File: config.mk
export PLATFORM = sky130hd
export DESIGN_NAME = quad_pot_cmd_unit
export DESIGN_NICKNAME = d
export VERILOG_FILES = /design/src/quad_pot_pkg.sv /design/src/bus_events_if.sv /design/src/serial_sampler.sv /design/src/quad_pot_cmd_unit.sv
export SDC_FILE = /design/constraint.sdc
export NUM_CORES = 2
export LEC_CHECK = 0
export BUFFER_PORTS_ARGS = -buffer_cell sky130_fd_sc_hd__buf_2
export CORE_MARGIN = 3
export CORE_UTILIZATION = 50
export DETAILED_ROUTE_END_ITERATION = 10
export HOLD_SLACK_MARGIN = 0.03
export PLACE_DENSITY = 0.69
export SKIP_LAST_GASP = 1
export SLEW_MARGIN = 25
export SYNTH_ARGS = -nofsm -noshare
export SYNTH_HDL_FRONTEND = slang
export SYNTH_HIERARCHICAL = 1
export SYNTH_SLANG_ARGS = --single-unit
export TNS_END_PERCENT = 5
File: constraint.sdc
create_clock -name core_clk -period 26.6 [get_ports core_clk]
set_clock_uncertainty 0.1 [all_clocks]
set_input_delay 2.66 -clock core_clk [delete_from_list [all_inputs] [get_ports core_clk]]
set_output_delay 2.66 -clock core_clk [all_outputs]
set_load 0.03 [all_outputs]
File: src/quad_pot_pkg.sv
// Constants, opcodes and states for the quad potentiometer command unit.
// Assumes a 100 MHz core clock and a 2-wire link sampled on that clock.
//
// Notes on behaviour
// - Stop after a nonvolatile write command starts the internal write cycle.
// - During the write cycle inputs are ignored and the address gets no ack.
// - After the write cycle the slave address is acknowledged again.
// - Instruction byte: opcode high nibble, then pot index, then slot index.
// - 1001 reads wiper, 1010 writes wiper, 1011 reads slot, 1100 writes slot.
// - 1101 slot to wiper, 1110 wiper to slot; 0001 and 1000 do all pots.
// - Opcode 0010 puts the selected pot into step mode.
// - Transfer instructions finish with the instruction byte, no data byte.
// - Slot to wiper loads at once; taps follow after the settle delay.
// - Wiper to slot is a nonvolatile write lasting the write time.
// - Global transfers act on all four pots using the given slot index.
// - Reads and writes take three bytes; the data byte follows the instruction.
// - In step mode a clock pulse with data high steps the wiper up.
// - In step mode a clock pulse with data low steps the wiper down.
// - Wiper is a 6-bit counter decoded one-hot onto sixty-four taps.
// - After reset each wiper loads from its slot zero.
// - Wipers are volatile; all four data slots survive a power cycle. Here rst clears every slot to SLOT_RESET.
// - Each pot has four data slots, readable, writable and transferable.
// - Any data slot change is nonvolatile and ends within 10 ms.
// - Address acks only on type nibble match and all four select pins match.
// - Ack after address, after instruction, and after each received data byte.
// - Data byte: six low bits position, bit 7 cascade, bit 6 wiper disable.
package quad_pot_pkg;
  // ==========================================================================
  // Timing
  localparam int CLK_MHZ      = 100;
  localparam int NV_WRITE_US  = 5000;
  localparam int NV_MAX_US    = 10000;
  localparam int NV_WRITE_CYC = NV_WRITE_US * CLK_MHZ;
  localparam int NV_MAX_CYC   = NV_MAX_US * CLK_MHZ;
  localparam int SETTLE_NS    = 1000;
  localparam int SETTLE_CYC   = (SETTLE_NS * CLK_MHZ + 999) / 1000;
  // ==========================================================================
  // Sizes and fields
  localparam int NUM_POTS    = 4;
  localparam int NUM_SLOTS   = 4;
  localparam int POS_W       = 6;
  localparam int NUM_TAPS    = 64;
  localparam int TYPE_LO     = 4;
  localparam int ADDR_HI     = 3;
  localparam int OPC_LO      = 4;
  localparam int POT_HI      = 3;
  localparam int POT_LO      = 2;
  localparam int SLOT_HI     = 1;
  localparam int CASCADE_BIT = 7;
  localparam int DISABLE_BIT = 6;
  localparam logic [3:0] BIT_CNT_FULL  = 4'h8;
  localparam logic [5:0] POS_MAX       = 6'h3F;
  localparam logic [5:0] POS_MIN       = 6'h00;
  localparam logic [5:0] POS_ONE       = 6'h01;
  localparam logic [7:0] SLOT_RESET    = 8'h00;
  localparam logic [7:0] WIPER_RESET   = 8'h00;
  localparam logic [1:0] POWER_UP_SLOT = 2'h0;
  localparam logic [63:0] TAP_ONE      = 64'h1;
  // ==========================================================================
  // Opcodes
  localparam logic [3:0] OP_RD_WIPER   = 4'h9;
  localparam logic [3:0] OP_WR_WIPER   = 4'hA;
  localparam logic [3:0] OP_RD_SLOT    = 4'hB;
  localparam logic [3:0] OP_WR_SLOT    = 4'hC;
  localparam logic [3:0] OP_SLOT2WIPER = 4'hD;
  localparam logic [3:0] OP_WIPER2SLOT = 4'hE;
  localparam logic [3:0] OP_ALL_S2W    = 4'h1;
  localparam logic [3:0] OP_ALL_W2S    = 4'h8;
  localparam logic [3:0] OP_STEP       = 4'h2;
  // ==========================================================================
  // Link states
  typedef enum logic [3:0] {
    ST_IDLE      = 4'h0,
    ST_ADDR      = 4'h1,
    ST_ADDR_ACK  = 4'h3,
    ST_INSTR     = 4'h2,
    ST_INSTR_ACK = 4'h6,
    ST_DATA_RX   = 4'h7,
    ST_DATA_ACK  = 4'h5,
    ST_DATA_TX   = 4'h4,
    ST_TX_ACK    = 4'hC,
    ST_STEP      = 4'hD,
    ST_HOLD      = 4'hF
  } link_state_e;
endpackage

File: src/bus_events_if.sv
// Sampled link events passed from the sampler to the command unit.
// Assumes both ends run on core_clk.
`timescale 1ns/1ps
interface bus_events_if;
  logic       scl_rise;
  logic       scl_fall;
  logic       start;
  logic       stop;
  logic       sda_lvl;
  logic [3:0] addr;
  modport src (output scl_rise, scl_fall, start, stop, sda_lvl, addr);
  modport dst (input scl_rise, scl_fall, start, stop, sda_lvl, addr);
endinterface

File: src/serial_sampler.sv
// Synchronises the link pins and address pins and finds edges.
// Assumes the pins are asynchronous to core_clk.
`timescale 1ns/1ps
module serial_sampler (
  input  wire logic       core_clk,
  input  wire logic       rst,
  input  wire logic       scl,
  input  wire logic       sda_i,
  input  wire logic [3:0] address_select_pins,
  bus_events_if.src       ev
);
  logic [1:0] scl_sy_r;
  logic [1:0] sda_sy_r;
  logic [3:0] addr_a_r;
  logic [3:0] addr_b_r;
  logic       scl_prev_r;
  logic       sda_prev_r;

  // ==========================================================================
  // Two-stage synchronisers, idle bus reads high
  always_ff @(posedge core_clk or posedge rst) begin
    if (rst) begin
      scl_sy_r   <= 2'h3;
      sda_sy_r   <= 2'h3;
      addr_a_r   <= 4'h0;
      addr_b_r   <= 4'h0;
      scl_prev_r <= 1'b1;
      sda_prev_r <= 1'b1;
    end else begin
      scl_sy_r   <= {scl_sy_r[0], scl};
      sda_sy_r   <= {sda_sy_r[0], sda_i};
      addr_a_r   <= address_select_pins;
      addr_b_r   <= addr_a_r;
      scl_prev_r <= scl_sy_r[1];
      sda_prev_r <= sda_sy_r[1];
    end
  end

  // ==========================================================================
  // Edges and start/stop
  assign ev.scl_rise = scl_sy_r[1] & ~scl_prev_r;
  assign ev.scl_fall = ~scl_sy_r[1] & scl_prev_r;
  assign ev.start    = scl_sy_r[1] & scl_prev_r & ~sda_sy_r[1] & sda_prev_r;
  assign ev.stop     = scl_sy_r[1] & scl_prev_r & sda_sy_r[1] & ~sda_prev_r;
  assign ev.sda_lvl  = sda_sy_r[1];
  assign ev.addr     = addr_b_r;
endmodule

File: src/quad_pot_cmd_unit.sv
// Command decoder, wiper registers and data slots for four pots.
// Assumes a 2-wire master drives scl; sda is open drain with a pull-up.
`timescale 1ns/1ps
module quad_pot_cmd_unit #(
  parameter logic [3:0] DEV_TYPE_ID  = 4'h3, // Arbitrary value
  parameter int         NV_CYC       = quad_pot_pkg::NV_WRITE_CYC,
  parameter int         SETTLE_CYC   = quad_pot_pkg::SETTLE_CYC
) (
  input  wire logic                     core_clk,
  input  wire logic                     rst,
  input  wire logic                     scl,
  input  wire logic                     sda_i,
  output logic                          sda_o,
  output logic                          sda_oe,
  input  wire logic [3:0]               address_select_pins,
  output logic [3:0][63:0]              tap_select,
  output logic [3:0]                    cascade_enable,
  output logic [3:0]                    wiper_disable,
  output logic                          nv_busy
);
  localparam int NP = quad_pot_pkg::NUM_POTS;
  localparam int BW = $clog2(NV_CYC + 1);
  localparam int SW = $clog2(SETTLE_CYC + 1);
  localparam logic [BW-1:0] NV_LAST = BW'(NV_CYC - 1);
  localparam logic [SW-1:0] SETTLE_LAST = SW'(SETTLE_CYC - 1);

  // ==========================================================================
  // Elaboration checks
  if (NV_CYC < 1 || NV_CYC > quad_pot_pkg::NV_MAX_CYC)
    $error("write cycle count out of range");
  if (SETTLE_CYC < 1)
    $error("settle count must be at least one");

  bus_events_if ev ();

  serial_sampler u_sampler (
    .core_clk            (core_clk),
    .rst                 (rst),
    .scl                 (scl),
    .sda_i               (sda_i),
    .address_select_pins (address_select_pins),
    .ev                  (ev.src)
  );

  quad_pot_pkg::link_state_e state_r;
  logic [3:0]      cnt_r;
  logic [7:0]      sr_r;
  logic [7:0]      instr_r;
  logic [7:0]      tx_r;
  logic            sda_oe_r;
  logic            busy_r;
  logic [BW-1:0]   busy_cnt_r;
  logic            init_r;
  logic            step_dir_r;
  logic [NP-1:0]   pend_mask_r;
  logic [1:0]      pend_slot_r;
  logic [7:0]      pend_data_r [NP];
  logic [7:0]      wiper_r [NP];
  logic [7:0]      prev_r [NP];
  logic [7:0]      applied_r [NP];
  logic [SW-1:0]   settle_cnt_r [NP];
  logic [7:0]      slot_r [NP][quad_pot_pkg::NUM_SLOTS];
  logic [NP-1:0][63:0] tap_r;

  logic       fall_full;
  logic       addr_ok;
  logic       op_ok;
  logic       do_instr;
  logic       do_wdata;
  logic       step_ev;
  logic       nv_start;
  logic       nv_done;
  logic [3:0] op;
  logic [1:0] op_pot;
  logic [1:0] op_slot;
  logic [3:0] ins_op;
  logic [1:0] ins_pot;
  logic [1:0] ins_slot;

  // ==========================================================================
  // Decode
  always_comb begin
    fall_full = ev.scl_fall && cnt_r == quad_pot_pkg::BIT_CNT_FULL;
    addr_ok   = sr_r[7:quad_pot_pkg::TYPE_LO] == DEV_TYPE_ID &&
                sr_r[quad_pot_pkg::ADDR_HI:0] == ev.addr;
    op        = sr_r[7:quad_pot_pkg::OPC_LO];
    op_pot    = sr_r[quad_pot_pkg::POT_HI:quad_pot_pkg::POT_LO];
    op_slot   = sr_r[quad_pot_pkg::SLOT_HI:0];
    ins_op    = instr_r[7:quad_pot_pkg::OPC_LO];
    ins_pot   = instr_r[quad_pot_pkg::POT_HI:quad_pot_pkg::POT_LO];
    ins_slot  = instr_r[quad_pot_pkg::SLOT_HI:0];
    op_ok     = op inside {quad_pot_pkg::OP_RD_WIPER,
                           quad_pot_pkg::OP_WR_WIPER,
                           quad_pot_pkg::OP_RD_SLOT,
                           quad_pot_pkg::OP_WR_SLOT,
                           quad_pot_pkg::OP_SLOT2WIPER,
                           quad_pot_pkg::OP_WIPER2SLOT,
                           quad_pot_pkg::OP_ALL_S2W,
                           quad_pot_pkg::OP_ALL_W2S,
                           quad_pot_pkg::OP_STEP};
    do_instr  = state_r == quad_pot_pkg::ST_INSTR && fall_full && op_ok;
    do_wdata  = state_r == quad_pot_pkg::ST_DATA_RX && fall_full;
    step_ev   = state_r == quad_pot_pkg::ST_STEP && ev.scl_fall;
    nv_start  = ev.stop && (|pend_mask_r) && !busy_r;
    nv_done   = busy_r && busy_cnt_r == NV_LAST;
  end

  // ==========================================================================
  // Bit counter and receive shifter, MSB first
  always_ff @(posedge core_clk or posedge rst) begin
    if (rst) begin
      cnt_r <= 4'h0;
      sr_r  <= 8'h00;
    end else if (ev.start || fall_full) begin
      cnt_r <= 4'h0;
    end else if (ev.scl_rise && state_r inside {quad_pot_pkg::ST_ADDR,
               quad_pot_pkg::ST_INSTR, quad_pot_pkg::ST_DATA_RX,
               quad_pot_pkg::ST_DATA_TX}) begin
      cnt_r <= cnt_r + 4'h1;
      sr_r  <= {sr_r[6:0], ev.sda_lvl};
    end
  end

  // ==========================================================================
  // Step direction, held from scl rise to the fall
  always_ff @(posedge core_clk or posedge rst) begin
    if (rst) begin
      step_dir_r <= 1'b0;
    end else if (ev.scl_rise) begin
      step_dir_r <= ev.sda_lvl;
    end
  end

  // ==========================================================================
  // Link state machine
  always_ff @(posedge core_clk or posedge rst) begin
    if (rst) begin
      state_r  <= quad_pot_pkg::ST_IDLE;
      sda_oe_r <= 1'b0;
      instr_r  <= 8'h00;
      tx_r     <= 8'h00;
    end else if (busy_r) begin
      state_r  <= quad_pot_pkg::ST_IDLE;
      sda_oe_r <= 1'b0;
    end else if (ev.start) begin
      state_r  <= quad_pot_pkg::ST_ADDR;
      sda_oe_r <= 1'b0;
    end else if (ev.stop) begin
      state_r  <= quad_pot_pkg::ST_IDLE;
      sda_oe_r <= 1'b0;
    end else begin
      unique case (state_r)
        quad_pot_pkg::ST_IDLE, quad_pot_pkg::ST_STEP,
        quad_pot_pkg::ST_HOLD: begin
        end
        quad_pot_pkg::ST_ADDR: begin
          if (fall_full) begin
            state_r  <= addr_ok ? quad_pot_pkg::ST_ADDR_ACK
                                : quad_pot_pkg::ST_HOLD;
            sda_oe_r <= addr_ok;
          end
        end
        quad_pot_pkg::ST_ADDR_ACK: begin
          if (ev.scl_fall) begin
            state_r  <= quad_pot_pkg::ST_INSTR;
            sda_oe_r <= 1'b0;
          end
        end
        quad_pot_pkg::ST_INSTR: begin
          if (fall_full) begin
            state_r  <= op_ok ? quad_pot_pkg::ST_INSTR_ACK
                              : quad_pot_pkg::ST_HOLD;
            sda_oe_r <= op_ok;
            instr_r  <= sr_r;
          end
        end
        quad_pot_pkg::ST_INSTR_ACK: begin
          if (ev.scl_fall) begin
            sda_oe_r <= 1'b0;
            unique case (ins_op)
              quad_pot_pkg::OP_RD_WIPER: begin
                state_r  <= quad_pot_pkg::ST_DATA_TX;
                tx_r     <= wiper_r[ins_pot];
                sda_oe_r <= ~wiper_r[ins_pot][7];
              end
              quad_pot_pkg::OP_RD_SLOT: begin
                state_r  <= quad_pot_pkg::ST_DATA_TX;
                tx_r     <= slot_r[ins_pot][ins_slot];
                sda_oe_r <= ~slot_r[ins_pot][ins_slot][7];
              end
              quad_pot_pkg::OP_WR_WIPER, quad_pot_pkg::OP_WR_SLOT: begin
                state_r <= quad_pot_pkg::ST_DATA_RX;
              end
              quad_pot_pkg::OP_STEP: begin
                state_r <= quad_pot_pkg::ST_STEP;
              end
              default: begin
                state_r <= quad_pot_pkg::ST_HOLD;
              end
            endcase
          end
        end
        quad_pot_pkg::ST_DATA_RX: begin
          if (fall_full) begin
            state_r  <= quad_pot_pkg::ST_DATA_ACK;
            sda_oe_r <= 1'b1;
          end
        end
        quad_pot_pkg::ST_DATA_ACK: begin
          if (ev.scl_fall) begin
            state_r  <= quad_pot_pkg::ST_HOLD;
            sda_oe_r <= 1'b0;
          end
        end
        quad_pot_pkg::ST_DATA_TX: begin
          if (fall_full) begin
            state_r  <= quad_pot_pkg::ST_TX_ACK;
            sda_oe_r <= 1'b0;
          end else if (ev.scl_fall) begin
            tx_r     <= {tx_r[6:0], 1'b0};
            sda_oe_r <= ~tx_r[6];
          end
        end
        quad_pot_pkg::ST_TX_ACK: begin
          if (ev.scl_fall) begin
            state_r <= quad_pot_pkg::ST_HOLD;
          end
        end
        default: begin
          state_r  <= quad_pot_pkg::ST_IDLE;
          sda_oe_r <= 1'b0;
        end
      endcase
    end
  end

  // ==========================================================================
  // Pending nonvolatile writes
  always_ff @(posedge core_clk or posedge rst) begin
    if (rst) begin
      pend_mask_r <= '0;
      pend_slot_r <= 2'h0;
      for (int i = 0; i < NP; i++) begin
        pend_data_r[i] <= quad_pot_pkg::SLOT_RESET;
      end
    end else if (nv_done) begin
      pend_mask_r <= '0;
    end else if (do_instr && op == quad_pot_pkg::OP_WIPER2SLOT) begin
      pend_mask_r          <= NP'(1) << op_pot;
      pend_slot_r          <= op_slot;
      pend_data_r[op_pot]  <= wiper_r[op_pot];
    end else if (do_instr && op == quad_pot_pkg::OP_ALL_W2S) begin
      pend_mask_r <= '1;
      pend_slot_r <= op_slot;
      for (int i = 0; i < NP; i++) begin
        pend_data_r[i] <= wiper_r[i];
      end
    end else if (do_wdata && ins_op == quad_pot_pkg::OP_WR_SLOT) begin
      pend_mask_r          <= NP'(1) << ins_pot;
      pend_slot_r          <= ins_slot;
      pend_data_r[ins_pot] <= sr_r;
    end
  end

  // ==========================================================================
  // Internal write cycle timer
  always_ff @(posedge core_clk or posedge rst) begin
    if (rst) begin
      busy_r     <= 1'b0;
      busy_cnt_r <= '0;
    end else if (nv_start) begin
      busy_r     <= 1'b1;
      busy_cnt_r <= '0;
    end else if (nv_done) begin
      busy_r     <= 1'b0;
    end else if (busy_r) begin
      busy_cnt_r <= busy_cnt_r + BW'(1);
    end
  end

  always_ff @(posedge core_clk or posedge rst) begin
    if (rst) begin
      init_r <= 1'b1;
    end else begin
      init_r <= 1'b0;
    end
  end

  // ==========================================================================
  // Per-pot wiper, slots and tap drive
  for (genvar p = 0; p < NP; p++) begin : g_pot
    logic [5:0] pos;
    logic       sel;
    assign pos = wiper_r[p][quad_pot_pkg::POS_W-1:0];
    assign sel = ins_pot == 2'(p);

    always_ff @(posedge core_clk or posedge rst) begin
      if (rst) begin
        wiper_r[p] <= quad_pot_pkg::WIPER_RESET;
      end else if (init_r) begin
        wiper_r[p] <= slot_r[p][quad_pot_pkg::POWER_UP_SLOT];
      end else if (do_instr && (op == quad_pot_pkg::OP_ALL_S2W ||
                   (op == quad_pot_pkg::OP_SLOT2WIPER &&
                    op_pot == 2'(p)))) begin
        wiper_r[p] <= slot_r[p][op_slot];
      end else if (do_wdata && sel &&
                   ins_op == quad_pot_pkg::OP_WR_WIPER) begin
        wiper_r[p] <= sr_r;
      end else if (step_ev && sel) begin
        if (step_dir_r && pos != quad_pot_pkg::POS_MAX) begin
          wiper_r[p][quad_pot_pkg::POS_W-1:0] <=
            pos + quad_pot_pkg::POS_ONE;
        end else if (!step_dir_r && pos != quad_pot_pkg::POS_MIN) begin
          wiper_r[p][quad_pot_pkg::POS_W-1:0] <=
            pos - quad_pot_pkg::POS_ONE;
        end
      end
    end

    for (genvar s = 0; s < quad_pot_pkg::NUM_SLOTS; s++) begin : g_slot
      always_ff @(posedge core_clk or posedge rst) begin
        if (rst) begin
          slot_r[p][s] <= quad_pot_pkg::SLOT_RESET;
        end else if (nv_done && pend_mask_r[p] &&
                     pend_slot_r == 2'(s)) begin
          slot_r[p][s] <= pend_data_r[p];
        end
      end
    end

    always_ff @(posedge core_clk or posedge rst) begin
      if (rst) begin
        prev_r[p]       <= quad_pot_pkg::WIPER_RESET;
        applied_r[p]    <= quad_pot_pkg::WIPER_RESET;
        settle_cnt_r[p] <= '0;
        tap_r[p]        <= quad_pot_pkg::TAP_ONE;
      end else begin
        prev_r[p] <= wiper_r[p];
        if (prev_r[p] != wiper_r[p]) begin
          settle_cnt_r[p] <= '0;
        end else if (applied_r[p] != wiper_r[p]) begin
          if (settle_cnt_r[p] == SETTLE_LAST) begin
            settle_cnt_r[p] <= '0;
            applied_r[p]    <= wiper_r[p];
            tap_r[p]        <= quad_pot_pkg::TAP_ONE << pos;
          end else begin
            settle_cnt_r[p] <= settle_cnt_r[p] + SW'(1);
          end
        end
      end
    end

    assign cascade_enable[p] = applied_r[p][quad_pot_pkg::CASCADE_BIT];
    assign wiper_disable[p]  = applied_r[p][quad_pot_pkg::DISABLE_BIT];

  end

  assign tap_select = tap_r;
  assign sda_oe     = sda_oe_r;
  assign nv_busy    = busy_r;

  always_ff @(posedge core_clk or posedge rst) begin
    if (rst) begin
      sda_o <= 1'b0;
    end else begin
      sda_o <= 1'b0;
    end
  end
endmodule

==> results.cfg <==
[clock_tree]
htreeDepth = 3
holdBufCountCts = 0
clkSlewWorstSetupHoldPaths_ns = 0.06
cts_resized = 0
cts_tree = done
post_cts_buffers = 0
cts-root-buf = clkbuf_16
cts.sinks = 614
clk_latency_ns = 0.60
cts_buffer_depth = 3
cts_made_buffers = 66

[global_routing]
antenna_found_initial = 4
grt_pass1_vias = 22540
track_usage_pct = 27.08
grt_overflow_total = 0
grt_max_degree = 179
grt_pass1_wl_um = 133500

[setup_path]
arrival_ns = 5.80
slowest_delay_ns = 0.75
cp_cell_sequence = buf_2 > inv_8 > buf_4 > buf_12 > buf_6
cpMaxStageDelayCell = buf_4
crit_type = input pin to async pin
cp.buffers_inverters = 5
endpoint_kind = async pin
cp-start-kind = input pin
path_max_fanout = 178
path_delay_family = buffers and inverters
required_ns = 27.13

[die]
row_count = 88
num_io_pins = 275
die-width_um = 249.7
die_height_um = 249.7
start_util_pct = 50.99
core_um2 = 58250
die_area_um2 = 62370

[layout]
fill_cells = 4830
finish.utilization_pct = 57.72
fin_nets = 2858
drive_gt1_share_pct = 24.90
regArea_um2 = 15380
finalNonFillerCells = 3638
multi_input_area_um2 = 13400
syn_to_final_growth_pct = 13.18

[timing]
grt_setup_unrepaired = no
fmax_mhz = 189.7
final.setup.tns_ns = 0
max-slew-margin-rel_pct = 27.61
hold_ws_ns = 0.2481
worst_pin_slew_ns = 1.086
setup_violations = 0
report.final.slew_viol_count = 0
hold_violations = 0
min_period_ns = 5.272
fin_crit_sh_pct = 19.82

[synth]
synth_top_family_by_area = compound AO/OA/AOI/OAI gates
synthSimpleGateAreaFrac_pct = 12.60
synth.most_common_cell = dfrtp_1
synth_top_area_cell = dfrtp_1
syn_area_per_cell_um2 = 11.14
ys_warn_count = 6
async_reset_ff_share_pct = 100.0
synth.area.top_cells = dfrtp_1 (51%), mux2_2 (7.3%), o31ai_1 (5.3%)
synth_commonest_cells = dfrtp_1 (603), nand2_1 (405), o31ai_1 (208)
synthAdderAreaFrac_pct = 1.238
ys_seq_area_share_pct = 51.78
synth_ff_type = dfrtp_1
syn-cell-area_um2 = 29700
synth-compound-area-share_pct = 14.28
yosysUniqueCellTypes = 88
ys_seq_elements = 614
synth_top_area_share_pct = 50.80
synth.mux.area_fraction_pct = 13.76
synthCells = 2667
synth_xor_xnor_area_share_pct = 3.096
synth_edf_count = 0

[place]
place_hpwl_um = 57950
dpl.cell_count = 3520
io_buffers = 273
routabilityCongestion = 0.9737

[pwr]
combPwrFrac_pct = 15.3
seqPwrFrac_pct = 44.8
clkPwrFrac_pct = 39.9
p_leak_nw = 15.63
power.internal_mw = 1.647
p_switching_mw = 0.6973
power_density_nw_per_um2 = 69.72
power_mw = 2.344
ir_drop_mv = 0.04306
swShare_pct = 29.75

[run_status]
status = finished clean

[hold_path]
hold_path.class = register to register

[route]
first_pass_iters = 6
antenna_left = 0
vias_per_cell = 6.292
drt-total-wl_um = 85400
drt_iter0_markers = 2814
drcViolationCount = 0
vias = 22890
wl_per_cell_um = 23.47

[run]
drv_cap = 0
-- logic make-up after synthesis --
| kind of cell | count (synthesis) |
|---|---|
| adder cells (fa/ha/maj) | 27 |
| XOR/XNOR | 105 |
| flip-flops | 614 |
| AO/OA/AOI/OAI | 592 |
| multiplexers | 300 |
| other | 1 |
| buffers and inverters | 234 |
| AND/OR/NAND/NOR | 794 |
-- placed cells by master (no fill, tap or decap), types with 53 or more instances in the layout --
cell,n
o41ai_1,56
clkbuf_16,69
o21ai_0,77
dfrtp_1,599
buf_2,273
xnor2_1,53
o31ai_1,208
a21oi_1,80
nor2_1,110
mux4_2,66
nand2_1,405
mux2_2,193
-- power groups by stage --
stage	Combinational, mW	Sequential (mW)	Clock, mW
final	0.358	1.05	0.936
after global routing	0.387	1.05	0.994
after CTS	0.353	1.05	0.951
after detailed placement	0.351	1.06	0
after global placement	0.345	1.06	0
after floorplan	0.297	1.00	0
-- worst reg2reg max path: stages (launching register included) --
cell and delay (ns):
dfstp_2 0.54, nor2b_1 0.73, nand4b_2 0.83, nor4_1 0.75, nand2_1 0.14, a21oi_2 0.68
a21oi_1 0.17
-- through the flow --
step,instance area (µm²),setup slack [ns]
after global routing,33610,20.75
after CTS,33590,20.86
after floorplan,29710,7.053
after detailed placement,31400,20.23
after global placement,31390,20.33
final,33620,21.33
-- path summary, 6_finish.rpt --
kind / start / to / slack (ns) / cells past startpoint
min in group asynchronous: rst / u_sampler/ev.addr[0] / 2.08 / 2
max in group core_clk: u_sampler/scl_prev_r / pend_data_r[31] / 22.49 / 6
worst max-delay path: rst / tap_select[111] / 21.33 / 5
worst min-delay path: u_sampler/addr_a_r[0] / u_sampler/ev.addr[0] / 0.25 / 0
worst max register to register: u_sampler/scl_prev_r / pend_data_r[31] / 22.49 / 6
worst min register to register: u_sampler/addr_a_r[0] / u_sampler/ev.addr[0] / 0.25 / 0
-- layout make-up --
type	instances	share of cell area [%]
antenna	1	0.007444
sequential	614	45.76
inverter	25	0.3015
clock buffer	92	5.661
tap	765	2.847
timing repair buffer	296	4.682
clock inverter	25	0.8709
multi-input combinational	1820	39.87
-- state kept, by name, summed over array words and instances, names as in the netlist, 7 cells and up --
signal	count
tap_select	256
slot_r	128
pend_data_r	32
prev_r	32
settle_cnt_r	28
applied_r	24
g_pot.pos	24
busy_cnt_r	19
instr_r	8
sr_r	8
wiper_r	8
tx_r	7
-- layer usage --
metal  wire, µm  global-route usage, %  vias to the layer above
li1           -                      -                    10110
met1      35160                  37.39                    11540
met2      39870                  42.42                     1015
met3       7013                  5.221                      221
met4       3330                  10.86                        4
met5         22                      0                        -
(Power assumes the default switching activity.)
